$ cat config.mk
export PLATFORM = sky130hd
export DESIGN_NAME = incdec_exec
export DESIGN_NICKNAME = d
export VERILOG_FILES = /design/src/incdec_pkg.sv /design/src/incdec_exec.sv
export SDC_FILE = /design/constraint.sdc
export NUM_CORES = 1
export LEC_CHECK = 0
export ABC_AREA = 1
export BUFFER_PORTS_ARGS = -buffer_cell sky130_fd_sc_hd__buf_2
export CORE_AREA = 2 2 94 60
export CTS_CLUSTER_SIZE = 10
export DETAILED_ROUTE_END_ITERATION = 8
export DIE_AREA = 0 0 96 62
export GPL_ROUTABILITY_DRIVEN = 0
export PLACE_DENSITY = 0.79
export SYNTH_ARGS = -nofsm -noshare
export SYNTH_HDL_FRONTEND = slang
export SYNTH_SLANG_ARGS = --single-unit
$ cat constraint.sdc
create_clock -name SYS_CLK_IN -period 1.6 [get_ports SYS_CLK_IN]
set_input_delay 0.32 -clock SYS_CLK_IN [delete_from_list [all_inputs] [get_ports SYS_CLK_IN]]
set_output_delay 0.32 -clock SYS_CLK_IN [all_outputs]
set_load 0.02 [all_outputs]
$ cat src/incdec_pkg.sv
package incdec_pkg;

    // Core data and address widths
    localparam int DATA_W = 8;
    localparam int MADDR_W = 8;
    localparam int PC_W = 11;

    // Operation codes presented by the decode stage
    typedef enum logic [3:0] {
        OP_NONE = 4'h0,
        OP_SUB_ONE_IN_PLACE = 4'h1,
        OP_SUB_ONE_TO_WORK = 4'h2,
        OP_ADD_ONE_IN_PLACE = 4'h3,
        OP_ADD_ONE_TO_WORK = 4'h4,
        OP_SLEEP = 4'h5,
        OP_BRANCH_ABSOLUTE = 4'h6,
        OP_LOAD_WORK_FROM_MEMORY = 4'h7,
        OP_LOAD_WORK_IMMEDIATE = 4'h8,
        OP_STORE_WORK_TO_MEMORY = 4'h9
    } op_t;

    // One decoded instruction from the fetch/decode path
    typedef struct packed {
        op_t op;
        logic [MADDR_W-1:0] mem_addr;
        logic [DATA_W-1:0] immediate;
        logic [PC_W-1:0] target;
    } instr_t;

    // Write request towards data memory
    typedef struct packed {
        logic write;
        logic [MADDR_W-1:0] addr;
        logic [DATA_W-1:0] data;
    } mem_wr_t;

    // Status flags kept by this block
    typedef struct packed {
        logic result_null;
        logic sleep_entered_flag;
        logic watchdog_expiry_flag;
    } flags_t;

    // Work and PC reset values, the step and null-test constants, then the flag reset value
    localparam logic [DATA_W-1:0] WORK_RESET = 8'h00;
    localparam logic [PC_W-1:0] PC_RESET = 11'h000;
    localparam logic [DATA_W-1:0] ONE = 8'h01;
    localparam logic [DATA_W-1:0] ZERO = 8'h00;
    localparam flags_t FLAGS_RESET = 3'h0;

    // Execution sequencer states
    typedef enum logic [1:0] {
        ST_RUN = 2'b00,
        ST_BRANCH_DUMMY = 2'b01,
        ST_SLEEP = 2'b10
    } state_t;

endpackage
$ cat src/incdec_exec.sv
`timescale 1ns/10ps
`default_nettype none

module incdec_exec
    import incdec_pkg::*;
(
    input wire logic SYS_CLK_IN,
    input wire logic ARST_N_IN,
    input wire instr_t INSTR_IN,
    input wire logic INSTR_VALID_IN,
    input wire logic [DATA_W-1:0] MEM_RDATA_IN,
    input wire logic WAKE_IN,
    output logic INSTR_READY_OUT,
    output logic [MADDR_W-1:0] MEM_RADDR_OUT,
    output mem_wr_t MEM_WR_OUT,
    output logic [DATA_W-1:0] WORK_OUT,
    output flags_t FLAGS_OUT,
    output logic [PC_W-1:0] PC_OUT,
    output logic PC_LOAD_OUT,
    output logic WATCHDOG_CLEAR_OUT,
    output logic CLOCK_GATE_OUT,
    output logic SLEEPING_OUT
);

    // Elaboration guard: the null test and the wrap assume one byte
    // of data, and the packed carriers are built on these widths
    if (DATA_W != 8) begin : g_bad_data_width
        $error("Data width must be one byte");
    end
    // Memory address must fit the read port and the write carrier
    if (MADDR_W < 1 || MADDR_W > 16) begin : g_bad_addr_width
        $error("Memory address width out of range");
    end
    // Branch target must hold at least one address bit
    if (PC_W < 1 || PC_W > 16) begin : g_bad_pc_width
        $error("Program counter width out of range");
    end

    // Architectural state
    logic [DATA_W-1:0] work_reg; // Working register
    flags_t flags_reg; // Null, sleep and expiry flags
    mem_wr_t mem_wr_reg; // Registered memory write
    logic [PC_W-1:0] pc_reg; // Branch target presented to the core
    logic pc_load_reg; // One-cycle load strobe
    logic wd_clear_reg; // One-cycle watchdog clear
    state_t state_reg; // Current sequencer state
    state_t state_next; // Next sequencer state

    // Wake-up is asynchronous to the core: two-stage synchroniser
    logic wake_meta_reg;
    logic wake_sync_reg;

    logic take; // Instruction accepted this cycle
    logic [DATA_W-1:0] dec_val; // Memory minus one
    logic [DATA_W-1:0] inc_val; // Memory plus one

    // Wrapping step of one byte.
    // The carry is dropped on purpose: both ends wrap modulo one byte,
    // so the null flag is set when a step lands on zero
    // Wrapping step of one byte
    function automatic logic [DATA_W-1:0] step(input logic [DATA_W-1:0] v, input logic up);
        step = up ? v + ONE : v - ONE;
    endfunction

    // Null test shared by the four step ops; the loads do not use it
    function automatic logic is_null(input logic [DATA_W-1:0] v);
        is_null = (v == ZERO);
    endfunction

    // Timing of one accepted instruction:
    //   Edge N: valid and ready high, operand read combinationally
    //   Edge N: work, flags and the write carrier load new values
    //   Cycle N+1: the memory write pulse stands for one cycle
    // Results appear one cycle after acceptance, which keeps the
    // memory read and the memory write of one op in different cycles.
    // Limitation: an op taken on the very next edge reads the byte before
    // the memory takes the previous op's write to it, so it sees the old value.
    // Handshake and operand path
    always_comb begin
        // Only the run state accepts work; dummy and sleep stall fetch.
        // Every other op keeps the state in run, so one cycle each
        INSTR_READY_OUT = (state_reg == ST_RUN);
        take = INSTR_READY_OUT && INSTR_VALID_IN;
        MEM_RADDR_OUT = INSTR_IN.mem_addr;
        dec_val = step(MEM_RDATA_IN, 1'b0);
        inc_val = step(MEM_RDATA_IN, 1'b1);
    end

    // Wake arrives from outside the clock domain.
    // Only the second stage is read by logic; the first may be
    // metastable for part of a cycle and must stay private.
    // Two cycles of latency are traded for a clean level.
    // Wake synchroniser
    always_ff @(posedge SYS_CLK_IN or negedge ARST_N_IN) begin
        if (!ARST_N_IN) begin
            wake_meta_reg <= 1'b0;
            wake_sync_reg <= 1'b0;
        end else begin
            wake_meta_reg <= WAKE_IN;
            wake_sync_reg <= wake_meta_reg;
        end
    end

    // Sequencer overview:
    //   Run: accepts one instruction per cycle
    //   Dummy: one idle cycle after a branch while the core reloads
    //   Sleep: fetch stalled and clock gate raised until wake
    // The dummy state never looks at the instruction input, so an
    // instruction held over it is taken once, when fetch resumes.
    // Wake is looked at only while asleep; a wake during normal
    // running is ignored, since there is nothing to resume.
    // Sequencer
    always_comb begin
        state_next = state_reg;
        case (state_reg)
            ST_RUN: begin
                if (take && INSTR_IN.op == OP_BRANCH_ABSOLUTE) begin
                    state_next = ST_BRANCH_DUMMY;
                end else if (take && INSTR_IN.op == OP_SLEEP) begin
                    state_next = ST_SLEEP;
                end
            end
            ST_BRANCH_DUMMY: begin
                // Dummy cycle executes nothing, then fetch resumes
                state_next = ST_RUN;
            end
            ST_SLEEP: begin
                if (wake_sync_reg) begin
                    state_next = ST_RUN;
                end
            end
            default: begin
                state_next = ST_RUN;
            end
        endcase
    end

    always_ff @(posedge SYS_CLK_IN or negedge ARST_N_IN) begin
        if (!ARST_N_IN) begin
            state_reg <= ST_RUN;
        end else begin
            state_reg <= state_next;
        end
    end

    // Only the two loads and the to-work steps load the register.
    // Sleep, branch and the in-place steps leave it alone, so the
    // core sees the same value across a sleep period.
    // Working register; untouched unless an instruction targets it
    always_ff @(posedge SYS_CLK_IN or negedge ARST_N_IN) begin
        if (!ARST_N_IN) begin
            work_reg <= WORK_RESET;
        end else if (take) begin
            case (INSTR_IN.op)
                OP_SUB_ONE_TO_WORK: begin
                    work_reg <= dec_val;
                end
                OP_ADD_ONE_TO_WORK: begin
                    work_reg <= inc_val;
                end
                OP_LOAD_WORK_FROM_MEMORY: begin
                    work_reg <= MEM_RDATA_IN;
                end
                OP_LOAD_WORK_IMMEDIATE: begin
                    work_reg <= INSTR_IN.immediate;
                end
                default: begin
                    // Sleep and branch leave it intact
                    work_reg <= work_reg;
                end
            endcase
        end
    end

    // The address follows the decode stage every cycle; only the
    // write bit qualifies it, which saves a load enable on the address.
    // Data holds its last value when no write is made, so the
    // carrier does not toggle needlessly between writes.
    // Hazard: a consumer must never use addr or data without write.
    // Memory write port, one cycle per instruction
    always_ff @(posedge SYS_CLK_IN or negedge ARST_N_IN) begin
        if (!ARST_N_IN) begin
            mem_wr_reg <= '0;
        end else begin
            // Default: no write, so sleep never disturbs memory
            mem_wr_reg.write <= 1'b0;
            mem_wr_reg.addr <= INSTR_IN.mem_addr;
            mem_wr_reg.data <= mem_wr_reg.data;
            if (take) begin
                case (INSTR_IN.op)
                    OP_SUB_ONE_IN_PLACE: begin
                        mem_wr_reg.write <= 1'b1;
                        mem_wr_reg.data <= dec_val;
                    end
                    OP_ADD_ONE_IN_PLACE: begin
                        mem_wr_reg.write <= 1'b1;
                        mem_wr_reg.data <= inc_val;
                    end
                    OP_STORE_WORK_TO_MEMORY: begin
                        mem_wr_reg.write <= 1'b1;
                        mem_wr_reg.data <= work_reg;
                    end
                    default: begin
                        mem_wr_reg.write <= 1'b0;
                    end
                endcase
            end
        end
    end

    // Each op writes only the flags it owns: the steps touch the
    // null flag, sleep touches the sleep and expiry flags.
    // Nothing in this block clears the sleep flag; the watchdog and
    // wake logic outside own that, so it stays set after wake.
    // Moves and branch never disturb any flag.
    // Status flags
    always_ff @(posedge SYS_CLK_IN or negedge ARST_N_IN) begin
        if (!ARST_N_IN) begin
            flags_reg <= FLAGS_RESET;
        end else if (take) begin
            case (INSTR_IN.op)
                OP_SUB_ONE_IN_PLACE, OP_SUB_ONE_TO_WORK: begin
                    flags_reg.result_null <= is_null(dec_val);
                end
                OP_ADD_ONE_IN_PLACE, OP_ADD_ONE_TO_WORK: begin
                    flags_reg.result_null <= is_null(inc_val);
                end
                OP_SLEEP: begin
                    flags_reg.sleep_entered_flag <= 1'b1;
                    flags_reg.watchdog_expiry_flag <= 1'b0;
                end
                default: begin
                    // Moves and branch leave every flag alone
                    flags_reg <= flags_reg;
                end
            endcase
        end
    end

    // Both strobes are single-cycle pulses from flip-flops, so the
    // program counter and the watchdog see glitch-free requests.
    // The target is held after the pulse for observation only;
    // the core must act on it during the pulse.
    // Branch target and watchdog clear strobes
    always_ff @(posedge SYS_CLK_IN or negedge ARST_N_IN) begin
        if (!ARST_N_IN) begin
            pc_reg <= PC_RESET;
            pc_load_reg <= 1'b0;
            wd_clear_reg <= 1'b0;
        end else begin
            pc_load_reg <= take && (INSTR_IN.op == OP_BRANCH_ABSOLUTE);
            wd_clear_reg <= take && (INSTR_IN.op == OP_SLEEP);
            if (take && INSTR_IN.op == OP_BRANCH_ABSOLUTE) begin
                pc_reg <= INSTR_IN.target;
            end
        end
    end

    // All data outputs come straight from flip-flops.
    // The gate level is decoded from the state register alone, so it
    // cannot glitch on input changes while the clock is running.
    // Sleeping mirrors the gate for logic that must not use a clock
    // enable derived from the gating cell.
    // Outputs; clock gate is a level so the core's gating cell can use it
    always_comb begin
        MEM_WR_OUT = mem_wr_reg;
        WORK_OUT = work_reg;
        FLAGS_OUT = flags_reg;
        PC_OUT = pc_reg;
        PC_LOAD_OUT = pc_load_reg;
        WATCHDOG_CLEAR_OUT = wd_clear_reg;
        CLOCK_GATE_OUT = (state_reg == ST_SLEEP);
        SLEEPING_OUT = (state_reg == ST_SLEEP);
    end

endmodule

`default_nettype wire

Word level (Yosys, flattened, before mapping)
Cells that the tools add are included.

Input bits: 43. Bits in registers: 44. Output and inout bits: 52. Word-level logic and storage cells: 52.

$add $sub $neg: 2. Eq/ne operators: 12. Multiplexer cells: 9. Reduce and logical (&&, ||, !) cells: 17.

Operators by type and width (number): 8-bit case mux with 4 select lines (1); 8-bit case mux with 3 select lines (1); 4-bit by 3-bit equality test with 1-bit output (second input constant) (4); 8-bit zero test (2); 2-bit AND reduction (5); 8-bit by 1-bit adder with 8-bit output (second input constant) (1); 4-bit by 2-bit equality test with 1-bit output (second input constant) (2); 4-bit equality test (second input constant) (2); 8-bit by 1-bit subtractor with 8-bit output (second input constant) (1); 2-bit 2-to-1 mux (3); 4-bit by 1-bit equality test with 1-bit output (second input constant) (1); 2-bit case mux with 2 select lines (1); 4-bit nonzero test (1); 2-bit OR reduction (2); 1-bit logical AND (3); 3-bit by 1-bit != test with 1-bit output (second input constant) (1); 3-bit nonzero test (1); 3-bit OR reduction (1); 2-bit equality test (second input constant) (1); 2-bit zero test (1); 1-bit 2-to-1 mux (2); 2-bit by 1-bit != test with 1-bit output (second input constant) (1); 1-bit case mux with 2 select lines (1); 2-bit nonzero test (1).

Longest topological paths before layout
Depth in word-level cells: 6. Mapped depth: 13. Mapped depth without buffers: 13.

Worst setup path before layout
OpenSTA, ideal clock, no wires.

Path kind: reg2reg. From: register state_reg[0]. To: register work_reg[0], in the netlist WORK_OUT[0]. Path buffers: 1. Arrival time: 1.325 ns. Period minus slack after synthesis: 1.398 ns. Setup time: 0.073 ns. Cell stages (with the launch flop): 7. Data required time: 1.527 ns. Setup slack: 0.202 ns. Cells stage by stage: dfrtp_1 nor3b_1 inv_1 a21oi_4 buf_6 nor2_1 a21oi_2.

Word-level cells in the longest chain between the ends: 3.

RTL lines: from (decl) (line incdec_exec.sv:46) `state_t state_reg;`; from (signal assigned) (line incdec_exec.sv:142) `state_reg <= state_next;`; 2-bit zero test (line incdec_exec.sv:82) `INSTR_READY_OUT = (state_reg == ST_RUN);`; 1-bit logical AND (line incdec_exec.sv:83) `take = INSTR_READY_OUT && INSTR_VALID_IN;`; 2-bit AND reduction (no source line); to (signal assigned) (line incdec_exec.sv:156) `work_reg <= dec_val;`; to (signal assigned) (line incdec_exec.sv:159) `work_reg <= inc_val;`; to (signal assigned) (line incdec_exec.sv:165) `work_reg <= INSTR_IN.immediate;`; to (decl) (line incdec_exec.sv:40) `logic [DATA_W-1:0] work_reg;`.

No other way between the ends. A chain may end at the register's enable or synchronous reset.

Worst setup path after layout
From: register state_reg[0]. To: register work_reg[4], in the netlist WORK_OUT[4].

Same word-level chain as after synthesis.

==> key figures <==
Pwr
  • Worst vdd ir: 0.600 mV
  • Clock Power Share: 0.265
  • Pwr Density: 1040 mW/mm2
  • Design Power: 3.30 mW
  • Leakage: 1.79 nW
  • Sw Ratio: 0.343
  • P_int: 2.17 mW
  • Net Switching: 1.13 mW
  • Register share of total power: 0.432
  • Combinational share of power: 0.303

Routing
  • Routed WL per cell: 13.2 um
  • Drt drc: 0
  • 1st-iter DRT viols: 219
  • Vias per cell: 5.04
  • Top layer used by detailed routing: met4
  • DRT met1 WL: 3070 um
  • DR WL met3: 744 um
  • Final ANT Viol Nets: 0
  • Drt total wl: 6550 um
  • Wire length on met2: 2710 um
  • 1st-pass router iterations: 5
  • DR vias: 2,497

Floorplanning
  • Top Ports: 95
  • Total core area: 0.00523 mm2
  • Num rows: 21
  • Starting Density: 0.463
  • Die footprint: 0.00595 mm2
  • Die Wd: 96 um
  • DIE HEIGHT: 62 um

Synthesis
  • Sequential fraction of the synthesis area: 0.455
  • Distinct cells, synth: 35
  • Main flop type after synthesis: dfrtp_1
  • Ys Warns: 0
  • Mapped Nets: 364
  • Netlist Area Pre-Place: 0.00242 mm2
  • Yosys reg bits: 44
  • Post-Syn Instances: 318
  • EDFF count, synth: 0
  • Asr flop ratio synth: 1.00
  • Mean Syn Cell Area: 7.61 um2

Layout
  • Filler Cell Count: 507
  • Layout cells sized above 1: 0.345
  • Syn-to-layout area delta: 30.5%
  • Design Area, Final: 0.00316 mm2
  • Max reg flops: 17
  • Final core utilization: 0.604
  • Non-Filler Instances: 495
  • Nets: 471
  • Diode count: 0

Global route
  • Largest net degree at the start of global routing: 25
  • Initial antenna violation count: 0
  • GRT Residual Overflow: 0
  • First-pass GRT wire length: 9760 um
  • Vias in the first global route: 2,115
  • All-Layer GR Usage: 0.219

Worst setup path
  • Crit path kind: reg2reg
  • CP Data Arrival Time: 1.71 ns
  • Cells along the critical path: nor3b_2 > inv_1 > a21oi_2 > o21ai_1 > o22ai_1
  • Top Family by Delay on Critical Path: compound AO/OA/AOI/OAI gates
  • Critical path capture point type: flip-flop
  • CP Max Fanout: 5
  • Critical-path top delay cell: dfrtp_1
  • Crit path buf inv count: 1
  • CP Launch Type: flip-flop
  • Largest stage delay on the critical path: 0.43 ns
  • Crit path required time: 1.80 ns

Clocking
  • Clk sinks: 44
  • Hold Buf Count CTS: 0
  • Clock Tree Buf Depth: 2
  • TritonCTS buffer count: 5
  • Clk Latency, worst-skew pair: 0.29 ns
  • Max H-tree Level: 2
  • CTS root buffer: clkbuf_8
  • Reg clk slew, reported paths: 0.08 ns
  • CTS tree: built

Timing
  • Hold slack: 0.00281 ns
  • Slew @ Worst Pin: 0.540 ns
  • Setup TNS: 0 ns
  • FMAX: 658 MHz
  • Final Hold Viols: 0
  • Final worst setup slack: 0.0809 ns
  • RSZ-0062 raised after global routing: false
  • Final setup vio count: 0
  • Post-layout min period: 1.52 ns
  • Final Skew: 0.00558 ns
  • Pins over their slew limit: 0
  • Relative slew slack: 0.640
  • Final worst-path cycle share: 0.949

Outcome
  • Status: completed

Placement
  • Placed inst area: 0.00302 mm2
  • DP HPWL: 5210 um
  • Pre-CTS setup slack: -0.0401 ns
  • I/O Buffers: 93
  • Inst Count DP: 485

Run
  • Max Cap Violations: 0

Worst hold path
  • HP Class: in2async
synth_stat cells, types with 5 or more instances:
cell type / instances / area, um2
nand3_1: 17 / 85.1
nand4_1: 5 / 31.3
o22ai_1: 5 / 31.3
nor2_1: 28 / 105
nor2_2: 7 / 43.8
nand2_1: 100 / 375
inv_2: 5 / 18.8
dfrtp_1: 44 / 1100
a21oi_1: 8 / 40.0
buf_4: 11 / 82.6
inv_1: 34 / 128
o21ai_1: 5 / 25.0
o21ai_0: 15 / 75.1
power by group through the flow:
stage                     sequential [mW]  combinational (mW)  clock (mW)
final                                1.42                1.00       0.874
after floorplan                      1.67               0.355           0
after CTS                            1.43               0.996       0.904
after global placement               1.44               0.973           0
after global routing                 1.45                1.10       0.957
after detailed placement             1.44               0.993           0
layout by cell type (no fill, tap or decap), drive strengths merged:
cell type and count:
nor3b 1, a41oi 1, clkbuf 6, a21oi 11, xor2 2, dfrtp 44
inv 40, nand3 18, conb 1, ha 3, a22oi 1, o31ai 1
nand2 104, nor2 37, a31oi 4, o21ai 20, or2 1, nand4 5
nor3 1, o21bai 2, bufinv 1, o211ai 2, clkinv 1, buf 114
o22ai 5
worst register-to-register path: cells and delay by family (launching register included):
family	cells	cell delay [ns]
flops	1	0.43
buf+inv	1	0.18
simple gates	1	0.25
compound gates	3	0.57
metal layers:
layer,GRT usage,vias to the layer above
li1,-,1212
met1,0.325,1147
met2,0.318,132
met3,0.0627,6
met4,0.0490,0
met5,0,-
cell type report:
cell class                 count  area [um2]  area share
tap                           69        86.3      0.0273
sequential                    44        1100       0.349
timing repair buffer         114         623       0.197
clock inverter                 2        38.8      0.0123
clock buffer                   6        82.6      0.0261
multi-input combinational    220        1070       0.340
inverter                      40         153      0.0483
logic make-up (layout without fill, tap and decap cells):
family / after synthesis / after routing / share of synthesized area
AOI/OAI and AO/OA: 46 / 47 / 0.114
xor gates and xnor gates: 2 / 2 / 0.00724
adders and majority gates: 3 / 3 / 0.0155
buffers and inverters: 55 / 162 / 0.107
DFF: 44 / 44 / 0.455
other: 1 / 1 / 0.00155
and+or+nand+nor: 167 / 167 / 0.300
path summary, 6_finish.rpt:
path,cells after the start,to,from,slack [ns]
max,5,WORK_OUT[4],state_reg[0],0.08
min,1,MEM_WR_OUT[2],ARST_N_IN,0.003
max reg2reg,5,WORK_OUT[4],state_reg[0],0.08
min reg2reg,0,wake_sync_reg,wake_meta_reg,0.37
max in group asynchronous,2,PC_OUT[6],ARST_N_IN,1.01
min in group SYS_CLK_IN,1,wake_meta_reg,WAKE_IN,0.14
repair_timing:
| item | 4_1_cts | 5_1_grt |
|---|---|---|
| endpoints found under the hold margin | 0 | 0 |
| setup endpoints to repair | 4 | 1 |
| gates resized for setup | 1 | 0 |
| buffers inserted | 0 | 1 |
| pin swaps | 0 | 0 |
| cloned | 0 | 1 |
(Power assumes the default switching activity.)
